## config.mk

```make
export PLATFORM = sky130hd
export DESIGN_NAME = erx_status
export DESIGN_NICKNAME = d
export VERILOG_FILES = /design/src/erx_pkg.sv /design/src/erx_status.sv
export SDC_FILE = /design/constraint.sdc
export NUM_CORES = 1
export LEC_CHECK = 0
export BUFFER_PORTS_ARGS = -buffer_cell sky130_fd_sc_hd__buf_2
export CAP_MARGIN = 20
export CELL_PAD_IN_SITES_DETAIL_PLACEMENT = 0
export CELL_PAD_IN_SITES_GLOBAL_PLACEMENT = 2
export CORE_AREA = 2 2 121 123
export DETAILED_ROUTE_END_ITERATION = 16
export DIE_AREA = 0 0 123 125
export PLACE_DENSITY = 0.87
export SYNTH_ARGS = -nofsm -noshare
export SYNTH_HDL_FRONTEND = slang
export SYNTH_SLANG_ARGS = --single-unit
```

## constraint.sdc

```tcl
create_clock -name mclk -period 2.8 [get_ports mclk]
set_input_delay 0.28 -clock mclk [delete_from_list [all_inputs] [get_ports mclk]]
set_output_delay 0.28 -clock mclk [all_outputs]
set_load 0.02 [all_outputs]
```

## src/erx_pkg.sv

```systemverilog
// Package: register map, field positions, reset values and shared types of the receive interrupt block
package erx_pkg;

    // ==========================================================
    // Register offsets (byte addresses on the plain register port)
    localparam logic [7:0] OFF_STATUS = 8'h00;   // mac_interrupt_status, read, write 1 to clear
    localparam logic [7:0] OFF_CLEAR = 8'h04;    // Write-only clear, same layout as status
    localparam logic [7:0] OFF_ENABLE = 8'h08;   // interrupt_enable_mask
    localparam logic [7:0] OFF_COMMAND = 8'h0C;  // mac_command_register
    localparam logic [7:0] OFF_LIMIT = 8'h10;    // rx_frame_length_limit
    localparam logic [7:0] OFF_START = 8'h14;    // receive_start_demand, write-only
    localparam logic [7:0] OFF_MISSED = 8'h18;   // missed_packet_counter, read clears
    localparam logic [7:0] OFF_DMA = 8'h1C;      // receive_dma_engine state, read-only

    // ==========================================================
    // Status and enable bit positions
    localparam int BIT_RX_INTR = 0;              // receive_interrupt summary
    localparam int BIT_TOO_LONG = 3;             // too_long_frame_flag
    localparam int BIT_GOOD = 4;                 // receive_good_flag
    localparam int BIT_ALIGN = 5;                // alignment_error_flag
    localparam int BIT_RUNT = 6;                 // runt_frame_flag
    localparam int BIT_MISSED_OVF = 7;           // missed_count_overflow_flag
    localparam int BIT_MAX_LEN = 8;              // max_length_exceeded_flag
    localparam int BIT_EARLY = 9;                // early_length_type_flag
    localparam int BIT_NO_DESC = 10;             // descriptor_unavailable_flag
    localparam int BIT_BUS_ERR = 11;             // rx_bus_error_flag
    localparam int BIT_CTRL = 14;                // control_frame_rx_flag
    localparam logic [31:0] FLAG_MASK = 32'h0000_4FF8;  // Flags this block owns
    localparam logic [31:0] IRQ_SRC_MASK = 32'h0000_7FFE; // Status bits 1..14 feed the interrupt

    // Command register fields
    localparam int CMD_ACCEPT_RUNT = 0;          // accept_runt_frames
    localparam int CMD_ACCEPT_LONG = 1;          // accept_long_frames
    localparam int CMD_FULL_DUPLEX = 2;          // Full duplex operation
    localparam logic [31:0] CMD_MASK = 32'h0000_0007;

    // ==========================================================
    // Reset values and frame sizes
    localparam logic [31:0] STATUS_RESET = 32'h0000_0000;
    localparam logic [31:0] ENABLE_RESET = 32'h0000_0000;
    localparam logic [31:0] COMMAND_RESET = 32'h0000_0000;
    localparam logic [15:0] LIMIT_RESET = 16'h0800;
    localparam logic [15:0] MISSED_RESET = 16'h7FFF;
    localparam logic [15:0] MIN_FRAME_BYTES = 16'h0040;  // 64 bytes
    localparam logic [15:0] MAX_FRAME_BYTES = 16'h05EE;  // 1518 bytes

    // ==========================================================
    // Types
    typedef enum logic [1:0] {
        ERX_DMA_RUN = 2'b01,
        ERX_DMA_HALT = 2'b10
    } erx_dma_state_type;

    typedef struct packed {
        logic wr;                                // Write strobe
        logic rd;                                // Read strobe
        logic [7:0] addr;                        // Byte address
        logic [31:0] wdata;                      // Write data
    } erx_bus_req_type;

    typedef struct packed {
        logic frame_end;                         // Pulse: frame reception complete
        logic control_frame;                     // With frame_end: flow control frame
        logic odd_bits;                          // With frame_end: length not whole bytes
        logic [15:0] frame_length;               // With frame_end: length in bytes
        logic length_type_seen;                  // Pulse: Length/Type field received
        logic dma_error;                         // Pulse: ERROR response to a DMA access
        logic descriptor_request;                // Pulse: DMA wants a descriptor
        logic descriptor_available;              // With request: one is available
    } erx_rx_event_type;

endpackage : erx_pkg

```

## src/erx_status.sv

```systemverilog
// Receive interrupt status, enable mask, frame checks, missed counter and receive DMA halt control
`timescale 1ns/1ps

module erx_status (
    input wire logic mclk,
    input wire logic reset,
    input wire erx_pkg::erx_bus_req_type bus_req,
    output logic [31:0] rd_data,
    input wire erx_pkg::erx_rx_event_type rx_event,
    output logic receive_interrupt,
    output logic frame_accept,
    output logic frame_drop,
    output logic dma_halted
);

    // ==========================================================
    // Register state
    logic [31:0] status_q;                       // Sticky flags
    logic [31:0] status_d;
    logic [31:0] enable_q;                       // interrupt_enable_mask
    logic [31:0] command_q;                      // mac_command_register
    logic [15:0] limit_q;                        // rx_frame_length_limit
    logic [15:0] missed_q;                       // missed_packet_counter
    logic [15:0] missed_d;
    logic [31:0] rd_data_q;                      // Read answer, one cycle after the strobe
    logic accept_q;                              // Good frame pulse
    logic drop_q;                                // Dropped frame pulse
    erx_pkg::erx_dma_state_type dma_q;           // receive_dma_engine state
    erx_pkg::erx_dma_state_type dma_d;

    // ==========================================================
    // Decoding
    logic wr_status;                             // W1C write to status or clear register
    logic wr_start;                              // Start demand write
    logic wr_missed;                             // Counter preload
    logic rd_missed;                             // Counter read, clears it
    logic [31:0] clear_mask;                     // Flags software clears this cycle
    logic [31:0] set_mask;                       // Flags hardware sets this cycle
    logic is_short;                              // Below 64 bytes
    logic is_long;                               // Above 1518 bytes
    logic over_limit;                            // Above programmed limit
    logic runt_fault;                            // Short and not accepted
    logic long_fault;                            // Long and not accepted
    logic frame_bad;                             // Frame is to be dropped
    logic starve;                                // Descriptor request with none available
    logic missed_wrap;                           // Counter steps past its top

    // Single address match helper, used for every write decode and the counter read
    function automatic logic hit(input logic [7:0] a, input logic [7:0] off);
        hit = (a == off);
    endfunction : hit

    assign wr_status = bus_req.wr && (hit(bus_req.addr, erx_pkg::OFF_STATUS) || hit(bus_req.addr, erx_pkg::OFF_CLEAR));
    assign wr_start = bus_req.wr && hit(bus_req.addr, erx_pkg::OFF_START);
    assign wr_missed = bus_req.wr && hit(bus_req.addr, erx_pkg::OFF_MISSED);
    assign rd_missed = bus_req.rd && hit(bus_req.addr, erx_pkg::OFF_MISSED);
    // Only ones written clear; zeros leave the flag as it is
    assign clear_mask = wr_status ? (bus_req.wdata & erx_pkg::FLAG_MASK) : 32'h0000_0000;

    // ==========================================================
    // Frame classification at the end of each frame
    assign is_short = rx_event.frame_length < erx_pkg::MIN_FRAME_BYTES;
    assign is_long = rx_event.frame_length > erx_pkg::MAX_FRAME_BYTES;
    assign over_limit = rx_event.frame_length > limit_q;
    // Accept bits remove the runt or long fault; the limit and odd bits still drop the frame
    assign runt_fault = is_short && !command_q[erx_pkg::CMD_ACCEPT_RUNT];
    assign long_fault = is_long && !command_q[erx_pkg::CMD_ACCEPT_LONG];
    // Alignment faults also drop: a frame with stray bits has no sound CRC
    assign frame_bad = runt_fault || long_fault || over_limit || rx_event.odd_bits;
    assign starve = rx_event.descriptor_request && !rx_event.descriptor_available;
    assign missed_wrap = rx_event.frame_end && frame_bad && (missed_q == 16'hFFFF);

    // Hardware set sources, one per flag
    always_comb begin
        set_mask = 32'h0000_0000;
        // Control frames mean nothing in half duplex, so they are ignored there
        set_mask[erx_pkg::BIT_CTRL] = rx_event.frame_end && rx_event.control_frame
            && command_q[erx_pkg::CMD_FULL_DUPLEX];
        set_mask[erx_pkg::BIT_BUS_ERR] = rx_event.dma_error;
        set_mask[erx_pkg::BIT_NO_DESC] = starve;
        set_mask[erx_pkg::BIT_EARLY] = rx_event.length_type_seen;
        set_mask[erx_pkg::BIT_MAX_LEN] = rx_event.frame_end && over_limit;
        set_mask[erx_pkg::BIT_MISSED_OVF] = missed_wrap;
        set_mask[erx_pkg::BIT_RUNT] = rx_event.frame_end && runt_fault;
        set_mask[erx_pkg::BIT_ALIGN] = rx_event.frame_end && rx_event.odd_bits;
        set_mask[erx_pkg::BIT_GOOD] = rx_event.frame_end && !frame_bad;
        set_mask[erx_pkg::BIT_TOO_LONG] = rx_event.frame_end && long_fault;
    end

    // A set in the same cycle as a clear wins, so no event is lost
    assign status_d = ((status_q & ~clear_mask) | set_mask) & erx_pkg::FLAG_MASK;

    // ==========================================================
    // Status flags
    always_ff @(posedge mclk) begin
        if (reset) begin
            status_q <= erx_pkg::STATUS_RESET;
        end else begin
            status_q <= status_d;
        end
    end

    // Enable mask, command and limit registers
    always_ff @(posedge mclk) begin
        if (reset) begin
            enable_q <= erx_pkg::ENABLE_RESET;
            command_q <= erx_pkg::COMMAND_RESET;
            limit_q <= erx_pkg::LIMIT_RESET;
        end else if (bus_req.wr) begin
            // Only interrupt source bits are kept in the mask
            if (hit(bus_req.addr, erx_pkg::OFF_ENABLE)) begin
                enable_q <= bus_req.wdata & erx_pkg::IRQ_SRC_MASK;
            end
            if (hit(bus_req.addr, erx_pkg::OFF_COMMAND)) begin
                command_q <= bus_req.wdata & erx_pkg::CMD_MASK;
            end
            if (hit(bus_req.addr, erx_pkg::OFF_LIMIT)) begin
                limit_q <= bus_req.wdata[15:0];
            end
        end
    end

    // ==========================================================
    // Missed packet counter: counts dropped frames, wraps to zero
    always_comb begin
        missed_d = missed_q;
        if (wr_missed) begin
            missed_d = bus_req.wdata[15:0];
        end else if (rd_missed) begin
            missed_d = 16'h0000;
        end
        // A drop during a read-clear still counts, so it is never lost
        if (rx_event.frame_end && frame_bad) begin
            missed_d = missed_d + 16'h0001;
        end
    end

    always_ff @(posedge mclk) begin
        if (reset) begin
            missed_q <= erx_pkg::MISSED_RESET;
        end else begin
            missed_q <= missed_d;
        end
    end

    // ==========================================================
    // Receive DMA halt control
    always_comb begin
        dma_d = dma_q;
        unique case (dma_q)
            // Starving for descriptors parks the engine
            erx_pkg::ERX_DMA_RUN: begin
                if (starve) begin
                    dma_d = erx_pkg::ERX_DMA_HALT;
                end
            end
            // Only a start demand write releases it; a fresh starve keeps it parked
            erx_pkg::ERX_DMA_HALT: begin
                if (wr_start && !starve) begin
                    dma_d = erx_pkg::ERX_DMA_RUN;
                end
            end
            // Illegal codes park the engine until software restarts it
            default: begin
                dma_d = erx_pkg::ERX_DMA_HALT;
            end
        endcase
    end

    always_ff @(posedge mclk) begin
        if (reset) begin
            dma_q <= erx_pkg::ERX_DMA_RUN;
        end else begin
            dma_q <= dma_d;
        end
    end

    // ==========================================================
    // Frame outcome pulses towards the receive path
    always_ff @(posedge mclk) begin
        if (reset) begin
            accept_q <= 1'b0;
            drop_q <= 1'b0;
        end else begin
            accept_q <= rx_event.frame_end && !frame_bad;
            drop_q <= rx_event.frame_end && frame_bad;
        end
    end

    // ==========================================================
    // Read port: data stand only in the cycle after the strobe
    always_ff @(posedge mclk) begin
        if (reset) begin
            rd_data_q <= 32'h0000_0000;
        end else if (bus_req.rd) begin
            unique case (bus_req.addr)
                erx_pkg::OFF_STATUS: begin
                    rd_data_q <= status_q | {31'h0000_0000, receive_interrupt};
                end
                erx_pkg::OFF_ENABLE: begin
                    rd_data_q <= enable_q;
                end
                erx_pkg::OFF_COMMAND: begin
                    rd_data_q <= command_q;
                end
                erx_pkg::OFF_LIMIT: begin
                    rd_data_q <= {16'h0000, limit_q};
                end
                erx_pkg::OFF_MISSED: begin
                    rd_data_q <= {16'h0000, missed_q};
                end
                erx_pkg::OFF_DMA: begin
                    rd_data_q <= {31'h0000_0000, dma_q == erx_pkg::ERX_DMA_HALT};
                end
                // Write-only and unmapped addresses read as zero
                default: begin
                    rd_data_q <= 32'h0000_0000;
                end
            endcase
        end else begin
            rd_data_q <= 32'h0000_0000;
        end
    end

    // ==========================================================
    // Outputs
    // Level interrupt: falls as soon as every enabled flag is cleared
    assign receive_interrupt = |(status_q & enable_q & erx_pkg::IRQ_SRC_MASK);
    assign rd_data = rd_data_q;
    assign frame_accept = accept_q;
    assign frame_drop = drop_q;
    assign dma_halted = (dma_q == erx_pkg::ERX_DMA_HALT);
endmodule : erx_status

```

==> results <==
- The number of design-rule violations left by the first detailed-router iteration is 375.
- The signal on the critical path passes through inv_1 > ha_1 > nand4_1 > or3_1 > a21oi_1 > o31a_1 > o21ai_0 > or4_1 > and3_1.
- The normalized max-slew margin is 50.0%.
- The count of nets left with antenna violations once routing finished came out at 0.
- The clock edge transition at the registers on the reported setup and hold paths is 0.06 ns.
- The number of placement rows is 44.
- The sum of routed wire length over all layers is 14000 µm.
- Counting every instance in the synthesized netlist gives 513.
- Power spread over the standard cell area amounts to 600 nW/µm².
- The TritonCTS clock tree is yes.
- The internal power of the cells is 0.00218 W.
- The number of inserted diodes is 0.
- Yosys attributes the largest share of cell area to dfxtp_1 37%, nand2_1 6.9%, a21oi_1 6.6%.
- The number of clock sinks seen by CTS is 79.
- After floorplanning, the core was sized to cover 14200 µm².
- The length of the first detailed-routing pass in iterations is 6.
- In this run the cell area of the synthesized design comes to 4250 µm².
- The finished layout holds 785 standard cells, fillers aside.
- The critical path startpoint category is a flip-flop.
- The top-area cell type share of the netlist area is 37.2%.
- In the synthesized netlist the dominant register cell turns out to be dfxtp_1.
- The net switching power of the design is 0.000934 W.
- The cell family contributing the most delay on the critical path is simple AND/OR/NAND/NOR gates.
- The start-to-end type of the worst setup path is flip-flop to flip-flop.
- The beginning of the worst register-to-register path is limit_q[11].
- Dividing the detail-routed wire length by the instance count gives 17.8 µm.
- The worst hold-check path type is input pin to flip-flop.
- The overall die width is 123 µm.
- The share of total power dissipated in the clock network is 35.1%.
- The worst path in the final design needs a cycle of 2.64 ns, including I/O delays and setup.
- The timing startpoint of the critical path is limit_q[11].
- For this run, design rule violations remaining after detail routing come to 0.
- The aggregate negative setup slack is 0 ns.
- In this run the cell area measured after placement is 4880 µm².
- Synthesis instantiated 66 different standard cells from the library.
- The worst hold path begins at rx_event[2].
- The most common cell after layout, fill and taps aside is dfxtp_1.
- The library cells used most frequently in the layout, excluding fill and tap cells, are 79 x dfxtp_1, 78 x nand2_1, 70 x buf_2.
- The H-tree was split into 3 levels.
- For the final database, setup skew stands at 0.00736 ns.
- Summed over all layers, the global routing overflow is 0.
- The share of total power dissipated in combinational logic is 22.9%.
- STA classifies the critical path endpoint as a flip-flop.
- The number of placed instances, taps included is 769.
- The reported leakage power is 2.07 nW.
- The flow ran to the end, and the final reports show no timing, DRC or antenna violations.
- The max-cap violation count is 0.
- Each instance of the synthesized netlist takes up on average 8.29 µm².
- The final layout net count is 680.
- The maximum cell stage delay along the critical path is 0.48 ns.
- The number of setup violations in the final report is 0.
- 103 I/O pins were placed.
- At the pin with the least slew margin, the transition time is 0.750 ns.
- The number of vias per cell is 5.37.
- The number of buffers and inverters on the critical path is 1.
- The post-route clock period utilization is 94.3%.
- The share of cells above drive strength 1 is 22.1%.
- In the global route stage, overall resource usage came out at 18.2%.
- Of the total power, the share spent switching nets is 30.0%.
- For this run, asynchronously set or reset flops after synthesis account for 0%.
- In this run the worst path has a maximum fanout of 3.
- The final route contains 4212 vias.
- Measured along the y axis, the die boundary spans 125 µm.
- Summing all flip-flop and latch instances after layout gives 1580 µm².
- The HPWL reported at the end of detailed placement is 10400 µm.
- For this run, the register share of the synthesized area comes to 37.2%.
- The number of global-route vias before repair is 3958.
- The synthesized design contains 79 register bits.
- After filler insertion, the fill cell instance count of the layout stands at 1506.
- The number of max-slew violations in the final report is 0.
- The highest-delay cell along the critical path is or4_1.
- The initial antenna violation count is 0.
- Setup repair after global routing left no endpoint under its margin.
- Derived from the worst setup path, the maximum achievable clock frequency is 379 MHz.
- The final count of hold timing violations is 0.
- The overall die area is 15400 µm².
- The tree is rooted in a clkbuf_16.
- The final instance area is 5180 µm².
- The arrival time of data at the critical path endpoint is 2.87 ns.
- The largest total area in the synthesized netlist belongs to dfxtp_1.
- The effective utilization at floorplan is 29.9%.
- The buffer count from post-CTS setup fixing is 0.
- Counting flops with a built-in enable in the synthesized netlist gives 0.
- The clock reaches the later pin of the worst-skew pair after 0.33 ns.
- The footprint of the multi-input gates is 2440 µm².
- The area growth from synthesis to layout is 21.8%.
- The number of clock buffers inserted by TritonCTS is 9.
- The clock passes through at most 2 buffers.
- The required time reported for the critical path endpoint is 3.02 ns.
- The first global-routing pass estimated 21500 µm of wire.
- The number of hold buffers added after cts is 0.
- The part of the power in registers is 42.0%.
- The count of warnings emitted by yosys is 0.
- The weighted congestion reported at the end of routability-driven placement is 0.827.
- The maximum ir drop on the vdd rail is 0.302 mV.
- The pin count of the biggest net entering global routing is 49.
- In this run the tool buffered the top-level ports with 70 buffer cells.
- After layout, the design draws a total of 0.00311 W.
==> metrics by stage <==
| stage | util (%) | hold slack, ns | setup slack (ns) |
|---|---|---|---|
| finish | 36.5 | 0.168 | 0.159 |
| detailed placement | 34.4 | 0.454 | 0.0390 |
| floorplan | - | 0.397 | 0.308 |
| CTS | 36.3 | 0.165 | 0.0723 |
| global route | 36.5 | 0.171 | 0.0188 |
| global placement | 34.4 | 0.444 | 0.0664 |
==> cell families (layout without fill, tap and decap cells) <==
logic type	after synthesis	after routing	share of synthesized area, %
compound gates	145	145	23.5
xor+xnor	6	6	1.24
fa+ha+maj	17	17	5.00
buf+inv	63	136	7.50
flops	79	79	37.2
mux	9	9	2.12
other cells	1	16	0.0882
simple gates	193	193	23.3
==> state kept, by name, indices dropped and copies added, names as in the netlist <==
signal	count
command_q	3
dma_q	2
enable_q	14
frame_accept	1
frame_drop	1
limit_q	16
missed_q	16
rd_data	16
status_q	10
==> layer usage <==
metal,up-vias,wire length [µm],track usage (%)
li1,2024,-,-
met1,2004,5940,24.5
met2,169,6830,29.5
met3,15,974,3.01
met4,0,232,6.08
met5,-,0,0
==> cells in the mapped netlist (3+ instances only) <==
cell / number
nand2_1: 78
and3_1: 8
nor2_1: 29
o31a_1: 3
a21oi_1: 56
nand3_1: 18
o31ai_1: 6
nor3_1: 5
nor4_1: 5
and2_1: 6
buf_4: 18
inv_1: 21
dfxtp_1: 79
clkbuf_1: 22
mux2i_1: 9
xor2_1: 4
o21a_1: 3
a22oi_1: 25
or4_1: 4
o21ai_0: 12
a22o_1: 8
ha_1: 17
nand4_1: 16
nor2b_1: 3
a222oi_1: 9
==> final timing paths <==
kind / to / slack, ns / cells past startpoint
hold / removal: status_q[11] / 0.17 / 3
hold reg to reg: enable_q[2] / 0.46 / 2
setup / recovery: missed_q[15] / 0.16 / 9
setup reg to reg: missed_q[15] / 0.16 / 9
==> cell type report <==
cell class | count | area share [%]
inverter | 21 | 1.52
multi-input combinational | 386 | 47.2
sequential | 79 | 30.5
tap | 184 | 4.45
clock inverter | 3 | 0.338
timing repair buffer | 99 | 11.0
clock buffer | 13 | 5.03
==> power by group through the flow <==
| stage | logic (W) | clock network (W) | registers (W) |
|---|---|---|---|
| floorplan | 0.000507 | 0 | 0.00127 |
| global placement | 0.000688 | 0 | 0.00132 |
| detailed placement | 0.000704 | 0 | 0.00132 |
| CTS | 0.000710 | 0.00110 | 0.00130 |
| global route | 0.000794 | 0.00115 | 0.00131 |
| finish | 0.000712 | 0.00109 | 0.00131 |
==> worst register-to-register path, stage by stage (launching register included) <==
cell and delay, ns:
dfxtp_1 0.36, inv_1 0.07, ha_1 0.31, nand4_1 0.15
or3_1 0.37, a21oi_1 0.20, o31a_1 0.25, o21ai_0 0.17
or4_1 0.48, and3_1 0.17
==> timing repair <==
action	4_1_cts	5_1_grt
gates resized for setup	0	6
setup endpoints to repair	0	6
hold endpoints to repair	0	0
Power figures use the tool's default switching activity.
